## src/ldc_consts.vh

```
// Constants of the LED dimming controller: offsets, codes, timing.
// Included by the dimming core; definitions only.
`ifndef LDC_CONSTS_VH
`define LDC_CONSTS_VH

// Register offsets on the write port
`define LDC_ADDR_LOW 8'h05
`define LDC_ADDR_HIGH 8'h06

// Clock rates and derived master tick divider
`define LDC_CLK_HZ 40000000
`define LDC_MCLK_KHZ 2857
`define LDC_MCLK_DIV (`LDC_CLK_HZ / (`LDC_MCLK_KHZ * 1000))

// Shortest controllable sink pulse, in master ticks (rounded up)
`define LDC_MIN_PULSE_NS 700
`define LDC_MIN_TICKS ((`LDC_MIN_PULSE_NS * `LDC_MCLK_KHZ + 999999) / 1000000)

// Brightness source select codes
`define LDC_SRC_PWM 2'h0
`define LDC_SRC_REG 2'h1
`define LDC_SRC_MUL 2'h2

// Output pulse rate select codes
`define LDC_RATE_2K79 3'h1
`define LDC_RATE_5K58 3'h2
`define LDC_RATE_11K2 3'h3
`define LDC_RATE_22K5 3'h4

// Output period exponents (period is 2^n master ticks) and the reset period
`define LDC_PBITS_2K79 4'hA
`define LDC_PBITS_5K58 4'h9
`define LDC_PBITS_11K2 4'h8
`define LDC_PBITS_22K5 4'h7
`define LDC_PER_RESET 11'h400

// Transition point: threshold is 2^(base + code) of 2^15 full scale
`define LDC_TP_BASE 4'hC
`define LDC_TP_FULL 2'h3
`define LDC_FULL_CODE 15'h7FFF

// Duty measurement resolution
`define LDC_DUTY_BITS 12
`define LDC_DUTY_MAX 12'hFFF
`define LDC_MEAS_MAX 16'hFFFF

`endif

```

## src/ldc_dimming.v

```verilog
// LED dimming controller: brightness source, mapping, DC/PWM/hybrid sinks.
// Assumes a register write port fed by an external serial slave and
// a PWM input already synchronous to ref_clk_i.
//
// Contract
// - Style 0: steady DC level tracks brightness
// - Style 1: PWM below transition threshold
// - Phases spaced period over active string count
// - Four output rates, 2.79 to 22.32 kHz
// - Hybrid: DC above, PWM below switch point
// - Codes 11 and 10 thresholds and amplitudes
// - Codes 01 and 00 thresholds and amplitudes
// - Pulse width scales inversely with amplitude
// - Shortest on or off pulse 700 ns
// - Source 00: PWM input duty only
// - Source 01: register code, mapped
// - Low then high write commits value; with dither, high then low
// - Source 10: mapped code times duty
// - Linear mapping by default
// - Log curve bit selects logarithmic mapping
// - Dither forms 15-bit setting, fraction lowest
// - New intensity loaded at period start
// - Input measured on 2.857 MHz ticks
`timescale 1ns/100ps
`include "ldc_consts.vh"

module ldc_dimming (
	input wire ref_clk_i, // 40 MHz clock
	input wire sys_rst_i, // Async reset, active high
	input wire pwm_in_i, // Host PWM brightness input
	input wire reg_wr_i, // Register write strobe
	input wire [7:0] reg_addr_i, // Register address
	input wire [7:0] reg_wdata_i, // Register write data
	input wire dim_style_i, // 0 analog only, 1 PWM/hybrid
	input wire [1:0] pwm_transition_point_i, // Analog/PWM switch point
	input wire [2:0] output_pulse_rate_select_i, // Sink PWM rate
	input wire [1:0] brightness_source_select_i, // Brightness source
	input wire log_curve_i, // 1 selects log mapping
	input wire dither_en_i, // 1 adds 3 dither bits
	input wire [7:0] string_en_i, // Active strings
	output reg [7:0] reg_rdata_o, // Register read data
	output reg [7:0] sink_on_o, // Per-string sink gate
	output reg [14:0] sink_level_o, // Sink current amplitude
	output reg [11:0] pwm_duty_o // Measured input duty
);

	localparam ST_IDLE = 1'b0;
	localparam ST_DIV = 1'b1;

	// Macro counts are plain integers; cut them to the widths they meet
	localparam [31:0] DIV_LAST_W = `LDC_MCLK_DIV - 1;
	localparam [3:0] DIV_LAST = DIV_LAST_W[3:0];
	localparam [31:0] DUTY_LAST_W = `LDC_DUTY_BITS - 1;
	localparam [3:0] DUTY_LAST = DUTY_LAST_W[3:0];
	localparam [31:0] MIN_TICKS_W = `LDC_MIN_TICKS;
	localparam [10:0] MIN_TICKS = MIN_TICKS_W[10:0];

	function [14:0] ldc_map;
		input [14:0] x;
		input lg;
		reg [26:0] t;
		begin
			t = {15'h0, 1'b1, x[10:0]} << x[14:11];
			if (!lg)
				ldc_map = x;
			else if (x == 15'h0)
				ldc_map = 15'h0;
			else
				ldc_map = t[26:12];
		end
	endfunction

	function [3:0] ldc_cnt8;
		input [7:0] v;
		integer i;
		begin
			ldc_cnt8 = 4'h0;
			for (i = 0; i < 8; i = i + 1) begin
				ldc_cnt8 = ldc_cnt8 + {3'h0, v[i]};
			end
		end
	endfunction

	// Phase offset of string idx: its rank among active strings times the step
	function [10:0] ldc_ofs;
		input [7:0] en;
		input [2:0] idx;
		input [10:0] stp;
		reg [7:0] below;
		reg [14:0] p;
		begin
			below = en & ((8'h01 << idx) - 8'h01);
			p = {11'h000, ldc_cnt8(below)} * stp;
			ldc_ofs = p[10:0];
		end
	endfunction

	// Master tick divider
	reg [3:0] div_q;
	reg tick_q;

	always @(posedge ref_clk_i or posedge sys_rst_i) begin
		if (sys_rst_i) begin
			div_q <= 4'h0;
			tick_q <= 1'b0;
		end else if (div_q == DIV_LAST) begin
			div_q <= 4'h0;
			tick_q <= 1'b1;
		end else begin
			div_q <= div_q + 4'h1;
			tick_q <= 1'b0;
		end
	end

	// Register staging and commit
	reg [7:0] lo_q;
	reg [7:0] hi_q;
	reg [14:0] code_q;
	wire wr_lo = reg_wr_i && (reg_addr_i == `LDC_ADDR_LOW);
	wire wr_hi = reg_wr_i && (reg_addr_i == `LDC_ADDR_HIGH);

	always @(posedge ref_clk_i or posedge sys_rst_i) begin
		if (sys_rst_i) begin
			lo_q <= 8'h00;
			hi_q <= 8'h00;
			code_q <= 15'h0000;
			reg_rdata_o <= 8'h00;
		end else begin
			if (wr_lo) begin
				lo_q <= reg_wdata_i;
				if (dither_en_i)
					code_q <= {hi_q, reg_wdata_i[6:0]};
			end
			if (wr_hi) begin
				hi_q <= reg_wdata_i;
				if (!dither_en_i)
					code_q <= {reg_wdata_i, lo_q[3:0], 3'h0};
			end
			// Read data lags the address by one clock
			if (reg_addr_i == `LDC_ADDR_LOW)
				reg_rdata_o <= lo_q;
			else if (reg_addr_i == `LDC_ADDR_HIGH)
				reg_rdata_o <= hi_q;
			else
				reg_rdata_o <= 8'h00;
		end
	end

	// Input PWM measurement on master ticks
	reg pin_q;
	reg [15:0] hi_cnt_q;
	reg [15:0] per_cnt_q;
	reg st_q;
	reg [16:0] rem_q;
	reg [15:0] dvs_q;
	reg [11:0] quo_q;
	reg [3:0] bit_q;
	wire rise = tick_q && pwm_in_i && !pin_q;
	wire [16:0] rem_sh = {rem_q[15:0], 1'b0};
	wire rem_ge = rem_sh >= {1'b0, dvs_q};

	always @(posedge ref_clk_i or posedge sys_rst_i) begin
		if (sys_rst_i) begin
			pin_q <= 1'b0;
			hi_cnt_q <= 16'h0000;
			per_cnt_q <= 16'h0000;
			st_q <= ST_IDLE;
			rem_q <= 17'h00000;
			dvs_q <= 16'h0001;
			quo_q <= 12'h000;
			bit_q <= 4'h0;
			pwm_duty_o <= 12'h000;
		end else begin
			if (tick_q) begin
				pin_q <= pwm_in_i;
				if (rise) begin
					hi_cnt_q <= 16'h0001;
					per_cnt_q <= 16'h0001;
				end else begin
					if (per_cnt_q != `LDC_MEAS_MAX)
						per_cnt_q <= per_cnt_q + 16'h0001;
					else
						pwm_duty_o <= pwm_in_i ? `LDC_DUTY_MAX : 12'h000;
					if (pwm_in_i && hi_cnt_q != `LDC_MEAS_MAX)
						hi_cnt_q <= hi_cnt_q + 16'h0001;
				end
			end
			case (st_q)
				ST_IDLE: begin
					// An edge on the first tick after reset only starts the count; no duty yet
					if (rise && per_cnt_q != 16'h0000) begin
						if (hi_cnt_q >= per_cnt_q) begin
							pwm_duty_o <= `LDC_DUTY_MAX;
						end else begin
							rem_q <= {1'b0, hi_cnt_q};
							dvs_q <= per_cnt_q;
							bit_q <= 4'h0;
							st_q <= ST_DIV;
						end
					end
				end
				ST_DIV: begin
					// One quotient bit a clock; done well inside a tick
					if (rem_ge) begin
						rem_q <= rem_sh - {1'b0, dvs_q};
						quo_q <= {quo_q[10:0], 1'b1};
					end else begin
						rem_q <= rem_sh;
						quo_q <= {quo_q[10:0], 1'b0};
					end
					bit_q <= bit_q + 4'h1;
					if (bit_q == DUTY_LAST) begin
						pwm_duty_o <= {quo_q[10:0], rem_ge};
						st_q <= ST_IDLE;
					end
				end
				default: st_q <= ST_IDLE;
			endcase
		end
	end

	// Brightness source and mapping
	reg [14:0] bright;
	wire [14:0] map_reg = ldc_map(code_q, log_curve_i);
	wire [14:0] map_pwm = ldc_map({pwm_duty_o, 3'h0}, log_curve_i);
	wire [26:0] prod = map_reg * pwm_duty_o;

	always @* begin
		case (brightness_source_select_i)
			`LDC_SRC_REG: bright = map_reg;
			`LDC_SRC_MUL: bright = prod[26:12];
			default: bright = map_pwm;
		endcase
	end

	// Output period in ticks
	reg [3:0] pbits;

	always @* begin
		case (output_pulse_rate_select_i)
			`LDC_RATE_5K58: pbits = `LDC_PBITS_5K58;
			`LDC_RATE_11K2: pbits = `LDC_PBITS_11K2;
			`LDC_RATE_22K5: pbits = `LDC_PBITS_22K5;
			// Unused codes fall back to the slowest rate
			default: pbits = `LDC_PBITS_2K79;
		endcase
	end

	wire [10:0] per_d = 11'h001 << pbits;
	wire [3:0] tp_sh = `LDC_TP_BASE + {2'h0, pwm_transition_point_i};
	wire [15:0] thr = 16'h0001 << tp_sh;
	wire tp_full = pwm_transition_point_i == `LDC_TP_FULL;

	// Dimming decision
	reg dc;
	reg [14:0] amp;
	reg [14:0] on_raw;
	reg [10:0] on_d;

	always @* begin
		dc = !dim_style_i || ({1'b0, bright} >= thr) ||
			(bright == `LDC_FULL_CODE);
		if (tp_full)
			amp = `LDC_FULL_CODE;
		else
			amp = thr[14:0];
		// Width is brightness over amplitude, in period ticks
		on_raw = bright >> (tp_sh - pbits);
		on_d = on_raw[10:0];
		if (dc) begin
			amp = bright;
			on_d = per_d;
		end else if (on_d != 11'h000 && on_d < MIN_TICKS) begin
			// Sink cannot resolve a shorter pulse, so stretch it
			on_d = MIN_TICKS;
		end else if (on_d != 11'h000 && per_d - on_d < MIN_TICKS) begin
			on_d = per_d - MIN_TICKS;
		end
	end

	// Phase spacing
	wire [3:0] n_act = ldc_cnt8(string_en_i);
	// No active strings: step is unused, but the divide must not see zero
	wire [10:0] step = (n_act == 4'h0) ? per_d : per_d / {7'h0, n_act};

	reg [10:0] cnt_q;
	reg [10:0] per_q;
	reg [10:0] on_q;
	reg [7:0] en_q;
	reg [10:0] ofs_q [0:7];
	wire bound = tick_q && (cnt_q == per_q - 11'h001);
	integer k;

	always @(posedge ref_clk_i or posedge sys_rst_i) begin
		if (sys_rst_i) begin
			cnt_q <= 11'h000;
			per_q <= `LDC_PER_RESET;
			on_q <= 11'h000;
			en_q <= 8'h00;
			sink_level_o <= 15'h0000;
			for (k = 0; k < 8; k = k + 1) begin
				ofs_q[k] <= 11'h000;
			end
		end else if (bound) begin
			// Changes mid-period would tear a pulse, so all load here
			cnt_q <= 11'h000;
			per_q <= per_d;
			on_q <= on_d;
			sink_level_o <= amp;
			en_q <= string_en_i;
			for (k = 0; k < 8; k = k + 1) begin
				ofs_q[k] <= ldc_ofs(string_en_i, k[2:0], step);
			end
		end else if (tick_q) begin
			cnt_q <= cnt_q + 11'h001;
		end
	end

	// Per-string gating
	reg [7:0] on_d8;
	reg [10:0] ph;
	integer j;

	always @* begin
		on_d8 = 8'h00;
		ph = 11'h000;
		for (j = 0; j < 8; j = j + 1) begin
			// Period is a power of two, so the mask wraps the phase
			ph = (cnt_q - ofs_q[j]) & (per_q - 11'h001);
			on_d8[j] = en_q[j] && (ph < on_q);
		end
	end

	always @(posedge ref_clk_i or posedge sys_rst_i) begin
		if (sys_rst_i)
			sink_on_o <= 8'h00;
		else
			sink_on_o <= on_d8;
	end

endmodule // ldc_dimming

```

## config.mk

```make
export PLATFORM = sky130hd
export DESIGN_NAME = ldc_dimming
export DESIGN_NICKNAME = d
export VERILOG_FILES = /design/src/ldc_dimming.v
export VERILOG_INCLUDE_DIRS = /design/src /design/src/src
export SDC_FILE = /design/constraint.sdc
export NUM_CORES = 2
export LEC_CHECK = 0
export BUFFER_PORTS_ARGS = -buffer_cell sky130_fd_sc_hd__buf_2
export CORE_ASPECT_RATIO = 0.8
export CORE_UTILIZATION = 35
export DETAILED_ROUTE_END_ITERATION = 16
export SLEW_MARGIN = 10
export SYNTH_ARGS = -nofsm -noshare
export SYNTH_HDL_FRONTEND = slang
export SYNTH_SLANG_ARGS = --single-unit
export TNS_END_PERCENT = 10
```

## constraint.sdc

```tcl
create_clock -name ref_clk_i -period 13.25 [get_ports ref_clk_i]
set_clock_uncertainty 0.05 [all_clocks]
set_input_delay 2.65 -clock ref_clk_i [delete_from_list [all_inputs] [get_ports ref_clk_i]]
set_output_delay 2.65 -clock ref_clk_i [all_outputs]
set_load 0.005 [all_outputs]
```

# ---- Word level (Yosys, flattened, before mapping)
# Cells that the tools add are included.
dict set report totals {
  regBits 278
  out_inout_bits 43
  in_bits 38
}
dict set report classes {
  reduce_logical 33
  div 1
  n_mul 8
  mux 46
  order_cmp 13
  n_addsub 25
  n_shift 5
  n_eq_ne 16
  bitwise 10
}
# op n
set ops {}
lappend ops {{$mux W15} 10}
lappend ops {{$mux W16} 7}
lappend ops {{$and A11 B11 Y11} 8}
lappend ops {{$lt A11 B11 Y1} 8}
lappend ops {{$sub A11 B11 Y11} 8}
lappend ops {{$mux W12} 7}
lappend ops {{$mul A4 B11 Y11} 6}
lappend ops {{$mux W11} 6}
lappend ops {{$shl A12 B4 Y27} 2}
lappend ops {{$add A16 B1 Y16 const B} 2}
lappend ops {{$ne A16 B16 Y1 const B} 2}
lappend ops {{$pmux W16 S2} 1}
lappend ops {{$pmux W15 S2} 1}
lappend ops {{$mul A15 B12 Y27} 1}
lappend ops {{$pmux W12 S2} 1}
lappend ops {{$lt A11 B2 Y1 const B} 2}
lappend ops {{$ge A17 B16 Y1} 1}
lappend ops {{$logic_and A1 B1 Y1} 17}
lappend ops {{$add A4 B1 Y4} 4}
lappend ops {{$eq A8 B3 Y1 const B} 2}
lappend ops {{$ge A15 B16 Y1} 1}
lappend ops {{$ge A16 B16 Y1} 1}
lappend ops {{$mux W8} 2}
lappend ops {{$reduce_bool A16 Y1} 1}
lappend ops {{other kinds (38)} 56}

# ---- Longest topological paths before layout
dict set report logic_depth {
  ltp_word 12
  depth_mapped 123
  mapped_depth_nobuf 117
}

# ---- Least setup slack after synthesis
# No wires, ideal clock.
dict set report synth_path {
  path_type {input to register}
  startpoint {input port string_en_i[0]}
  endpoint {register ofs_q[43] in the netlist's numbering}
  arrival_time_ps 24931
  path_stages 111
  setup_time_ps 133
  t_required_ps 13067
  path_slack_ps -11864
  cell_sequence {inv_1 fa_1 clkinv_1 ha_1 ha_1 ha_1 ha_1 ha_1 nor2b_1 o21ai_1 a21oi_1 a211o_1 a31oi_2 buf_2 nand2_1 nand2_1 o21ai_0 ha_1 [... 75 more ...] a31oi_2 buf_6 nand2_1 fa_1 inv_1 fa_1 fa_1 a21o_1 a21o_1 a21oi_1 nor2_1 nor2_1 o21bai_1 a21oi_1 xnor2_1 xnor2_1 xnor2_1 o21ai_0}
}
dict set report synth_via {
  elab_chain_cells 10
}
# item line
set synth_lines {}
lappend synth_lines {{start: declaration} ldc_dimming.v:40} ;# input wire [7:0] string_en_i,
lappend synth_lines {{$add A1 B1 Y2 (*)} ldc_dimming.v:79} ;# ldc_cnt8 = ldc_cnt8 + {3'h0, v[i]};
lappend synth_lines {{$add A2 B1 Y3 (*)} ldc_dimming.v:79}
lappend synth_lines {{$add A3 B1 Y4 (*)} ldc_dimming.v:79}
lappend synth_lines {{$add A4 B1 Y4 (4 in series)} ldc_dimming.v:79}
lappend synth_lines {{$div A11 B4 Y11 or $logic_not A4 Y1 (tied branches)} ldc_dimming.v:284} ;# wire [10:0] step = (n_act == 4'h0) ? per_d : per_d / {7'h0, n_act};
lappend synth_lines {{$mux W11} ldc_dimming.v:284}
lappend synth_lines {{$mul A4 B11 Y11 (*)} ldc_dimming.v:93} ;# p = {11'h000, ldc_cnt8(below)} * stp;
lappend synth_lines {{end signal: indexed assignment} ldc_dimming.v:312} ;# ofs_q[k] <= ldc_ofs(string_en_i, k[2:0], step);
lappend synth_lines {{end: declaration} ldc_dimming.v:290} ;# reg [10:0] ofs_q [0:7];
# Every way passes the cells marked *; elsewhere a longest branch is shown, timed or not.
# A chain may end at the register's enable or synchronous reset.

# ---- Worst setup path in the final report
dict set report layout_path {
  startpoint {input port string_en_i[1]}
  endpoint {register ofs_q[21] in the netlist's numbering}
}
dict set report layout_via {
  elab_chain_cells 10
}
# item line
set layout_lines {}
lappend layout_lines {{$add A1 B1 Y2 (*)} ldc_dimming.v:79}
lappend layout_lines {{$add A2 B1 Y3 (*)} ldc_dimming.v:79}
lappend layout_lines {{$add A3 B1 Y4 (*)} ldc_dimming.v:79}
lappend layout_lines {{$add A4 B1 Y4 (*) (2 in series)} ldc_dimming.v:79}
lappend layout_lines {{$add A4 B1 Y4 (2 in series)} ldc_dimming.v:79}
lappend layout_lines {{$div A11 B4 Y11 or $logic_not A4 Y1 (tied branches)} ldc_dimming.v:284}
lappend layout_lines {{$mux W11} ldc_dimming.v:284}
lappend layout_lines {{$mul A4 B11 Y11 (*)} ldc_dimming.v:93}
# Marks and branches as above.

==> flow_summary_export.csv <==
group,metric,value,unit
sta,fin_crit,21910,ps
floorplan,initial_core_util,0.355,
worst_setup_path,path_buf_inv,17,
final_layout,area_delta_synth_final,25.5,%
final_layout,drive_gt1_frac,0.219,
yosys,synth_area_leaders,"dfrtp_1 20%, ha_1 14%, fa_1 12%",
outcome,status,"complete, but fails checks",
global_route,grt_pass1_vias,30900,
global_route,overflow,0,
floorplan,fp.dieW,353,microns
placement,place_congestion,0.898,
yosys,synth_top_cell_by_area,"dfrtp_1",
drt,vias,31700,
sta,setup_ws,-8660,ps
drt,drc_errors,0,
final_layout,fin_area,43400,sq um
worst_setup_path,r2r_start,"code_q[11]",
global_route,grt_usage,0.220,
worst_setup_path,worst_path_largest_cell_delay,610,ps
placement,portBuffers,80,
final_layout,nFillCells,9472,
global_route,grt_start_max_net_pins,155,
worst_setup_path,critPathSlowestCell,"fa_2",
yosys,synth_edf_count,0,
sta,worst_slew_pin_slew,1360,ps
drt,antenna_left,0,
global_route,grt_pass1_wl,177000,microns
cts,cts_root_buf,"clkbuf_16",
drt,dr_wl_met3,8540,microns
worst_setup_path,cp_max_fo,6,
sta,max_freq,0.0456,GHz
cts,clk_pin_slew,70,ps
floorplan,fp.dieH,283,microns
yosys,yosysTopAreaCellShare,0.200,
worst_setup_path,crit_required,13640,ps
sta,maxSlewHeadroom,0.0849,
drt,wl_met1,55900,microns
sta,setup_tns,-522760,ps
floorplan,pin_count,81,
final_layout,fin_util,0.446,
worst_setup_path,path_delay_family,"adder cells",
worst_setup_path,crit_start,"string_en_i[1]",
yosys,async_flop_share,1.00,
yosys,avgSynthCellArea,8.34,sq um
placement,placed_area,40200,sq um
drt,vias_per_cell,5.27,
drt,dr_wl_met2,44700,microns
flow_run,maxCapViolations,0,
sta,fin_crit_sh,1.65,
worst_setup_path,cpMostUsedCell,"ha_4",
cts,clock_latency,590,ps
worst_setup_path,worst_setup_path_start_kind,"primary input",
floorplan,coreArea,97200,sq um
sta,hold_violations,0,
cts,clockBufferDepth,3,
worst_setup_path,end_kind,"flip-flop",
worst_setup_path,critPathArrivalTime,22300,ps
global_route,antenna_found_initial,4,
hold_path,hold_path_class,"flip-flop to flip-flop",
drt,dr.pass1.iters,5,
cts,cts_buffers,38,
yosys,ys_seq_area_frac,0.201,
yosys,synthesis.area,34500,sq um
yosys,yosys_warnings,0,
outcome,violations,"setup timing",
worst_setup_path,crit_type,"primary input to flip-flop",
sta,setup_viol,71,
yosys,syn_inst,4142,
cts,cts.hold.buffers_added,0,
floorplan,dieArea,100000,sq um
yosys,synth_flop_cell,"dfrtp_1",
sta,rsz0062_at_grt,"yes",
cts,htreeDepth,2,
cts,clock-sinks,278,
floorplan,fp-row-count,102,
yosys,synth_seq_cells,278,
drt,totalWireLength,111000,microns
final_layout,n_antenna_cell,0,
hold_path,hp-start,"sink_level_o[6]",
drt,top_layer,"met5",
drt,first_iter_violations,2540,
cts,cts_tree,"built",
drt,wl_per_cell,18.5,microns
yosys,synth_cell_types,104,
final_layout,final_nets,5319,
sta,slew_viol_final,0,
placement,dp_hpwl,84400,microns
repair_timing:
item                       CTS  global route
resized for setup          142            95
setup buffers               71            29
setup endpoints to repair   71            75
pin swaps                  126            82
worst paths after layout:
check                                       end  slack (ps)  cells past startpoint
worst max-delay path                  ofs_q[21]       -8660                    110
worst min-delay path            sink_level_o[6]         410                      2
worst max register to register          on_q[9]        1230                     43
worst min register to register  sink_level_o[6]         410                      2
max in group asynchronous               en_q[2]        9420                      3
min in group asynchronous           hi_cnt_q[6]        2160                      2
sequential cells by signal (all words and copies together), names as in the netlist, 11 cells and up:
register	flops
per_cnt_q	16
pwm_duty_o	12
ofs_q	77
per_q	11
cnt_q	11
rem_q	16
quo_q	11
dvs_q	16
code_q	15
on_q	11
hi_cnt_q	16
sink_level_o	15
cell usage after synthesis (all sizes together) (25+ instances only):
cell type / count
nand2: 525
inv: 442
ha: 394
dfrtp: 276
nor2: 257
o21ai: 251
fa: 209
a21oi: 199
xnor2: 179
clkbuf: 154
a21o: 129
and2: 126
nand2b: 63
mux2i: 62
nand3: 59
nor2b: 58
nor3: 57
xor2: 54
o21bai: 51
mux2: 46
and3: 44
nand4: 34
o211ai: 34
a31oi: 28
o21a: 28
o22ai: 27
a211oi: 25
layout by cell type (no fill, tap or decap), drive strengths merged, types with 34 or more instances in the layout:
master and instances:
buf 653, nand2 525, inv 445, ha 394, dfrtp 276, nor2 257
o21ai 251, fa 209, a21oi 199, xnor2 179, a21o 129, and2 126
nand2b 63, mux2i 62, nand3 59, nor2b 58, nor3 57, xor2 54
o21bai 51, clkbuf 48, mux2 46, and3 44, o211ai 34, nand4 34
worst min-delay path, cell delays in order (launching register included):
cell and delay (ps):
dfrtp_1 330, nand2_1 50, nand2_1 50
logic make-up after synthesis:
family,count (synthesis),synth area share
AOI/OAI and AO/OA,955,0.182
xor gates and xnor gates,235,0.0605
adders and majority gates,605,0.264
buffers and inverters,618,0.0681
DFF,278,0.201
muxes,116,0.0385
other,2,0.000217
and+or+nand+nor,1333,0.185
area by class of cell:
class,instances,area (sq um),share of cell area
Tap cell,1300,1630,0.0375
Clock buffer,47,1030,0.0239
Sequential cell,278,6960,0.161
Inverter,445,1700,0.0393
Multi-Input combinational cell,3261,26800,0.617
Timing Repair Buffer,654,4920,0.113
Clock inverter,23,340,0.00785
metrics by stage:
stage / instances / hold WS, ps / worst slack (ps)
2_1_floorplan: 4157 / 388 / -9420
4_1_cts: 5983 / 418 / -8400
3_3_place_gp: 5843 / 402 / -9140
5_1_grt: 6008 / 454 / -9510
6_report: 6008 / 410 / -8660
3_5_place_dp: 5843 / 405 / -9680
routing by layer:
layer / GRT usage / vias up
met5: 0 / -
met4: 0.0399 / 4
met3: 0.0386 / 135
met2: 0.313 / 937
met1: 0.343 / 15300
li1: - / 15300
Power is left out: the tool's default activity adds up to more than one toggle a clock period on the data nets, which glitch-free logic cannot reach.
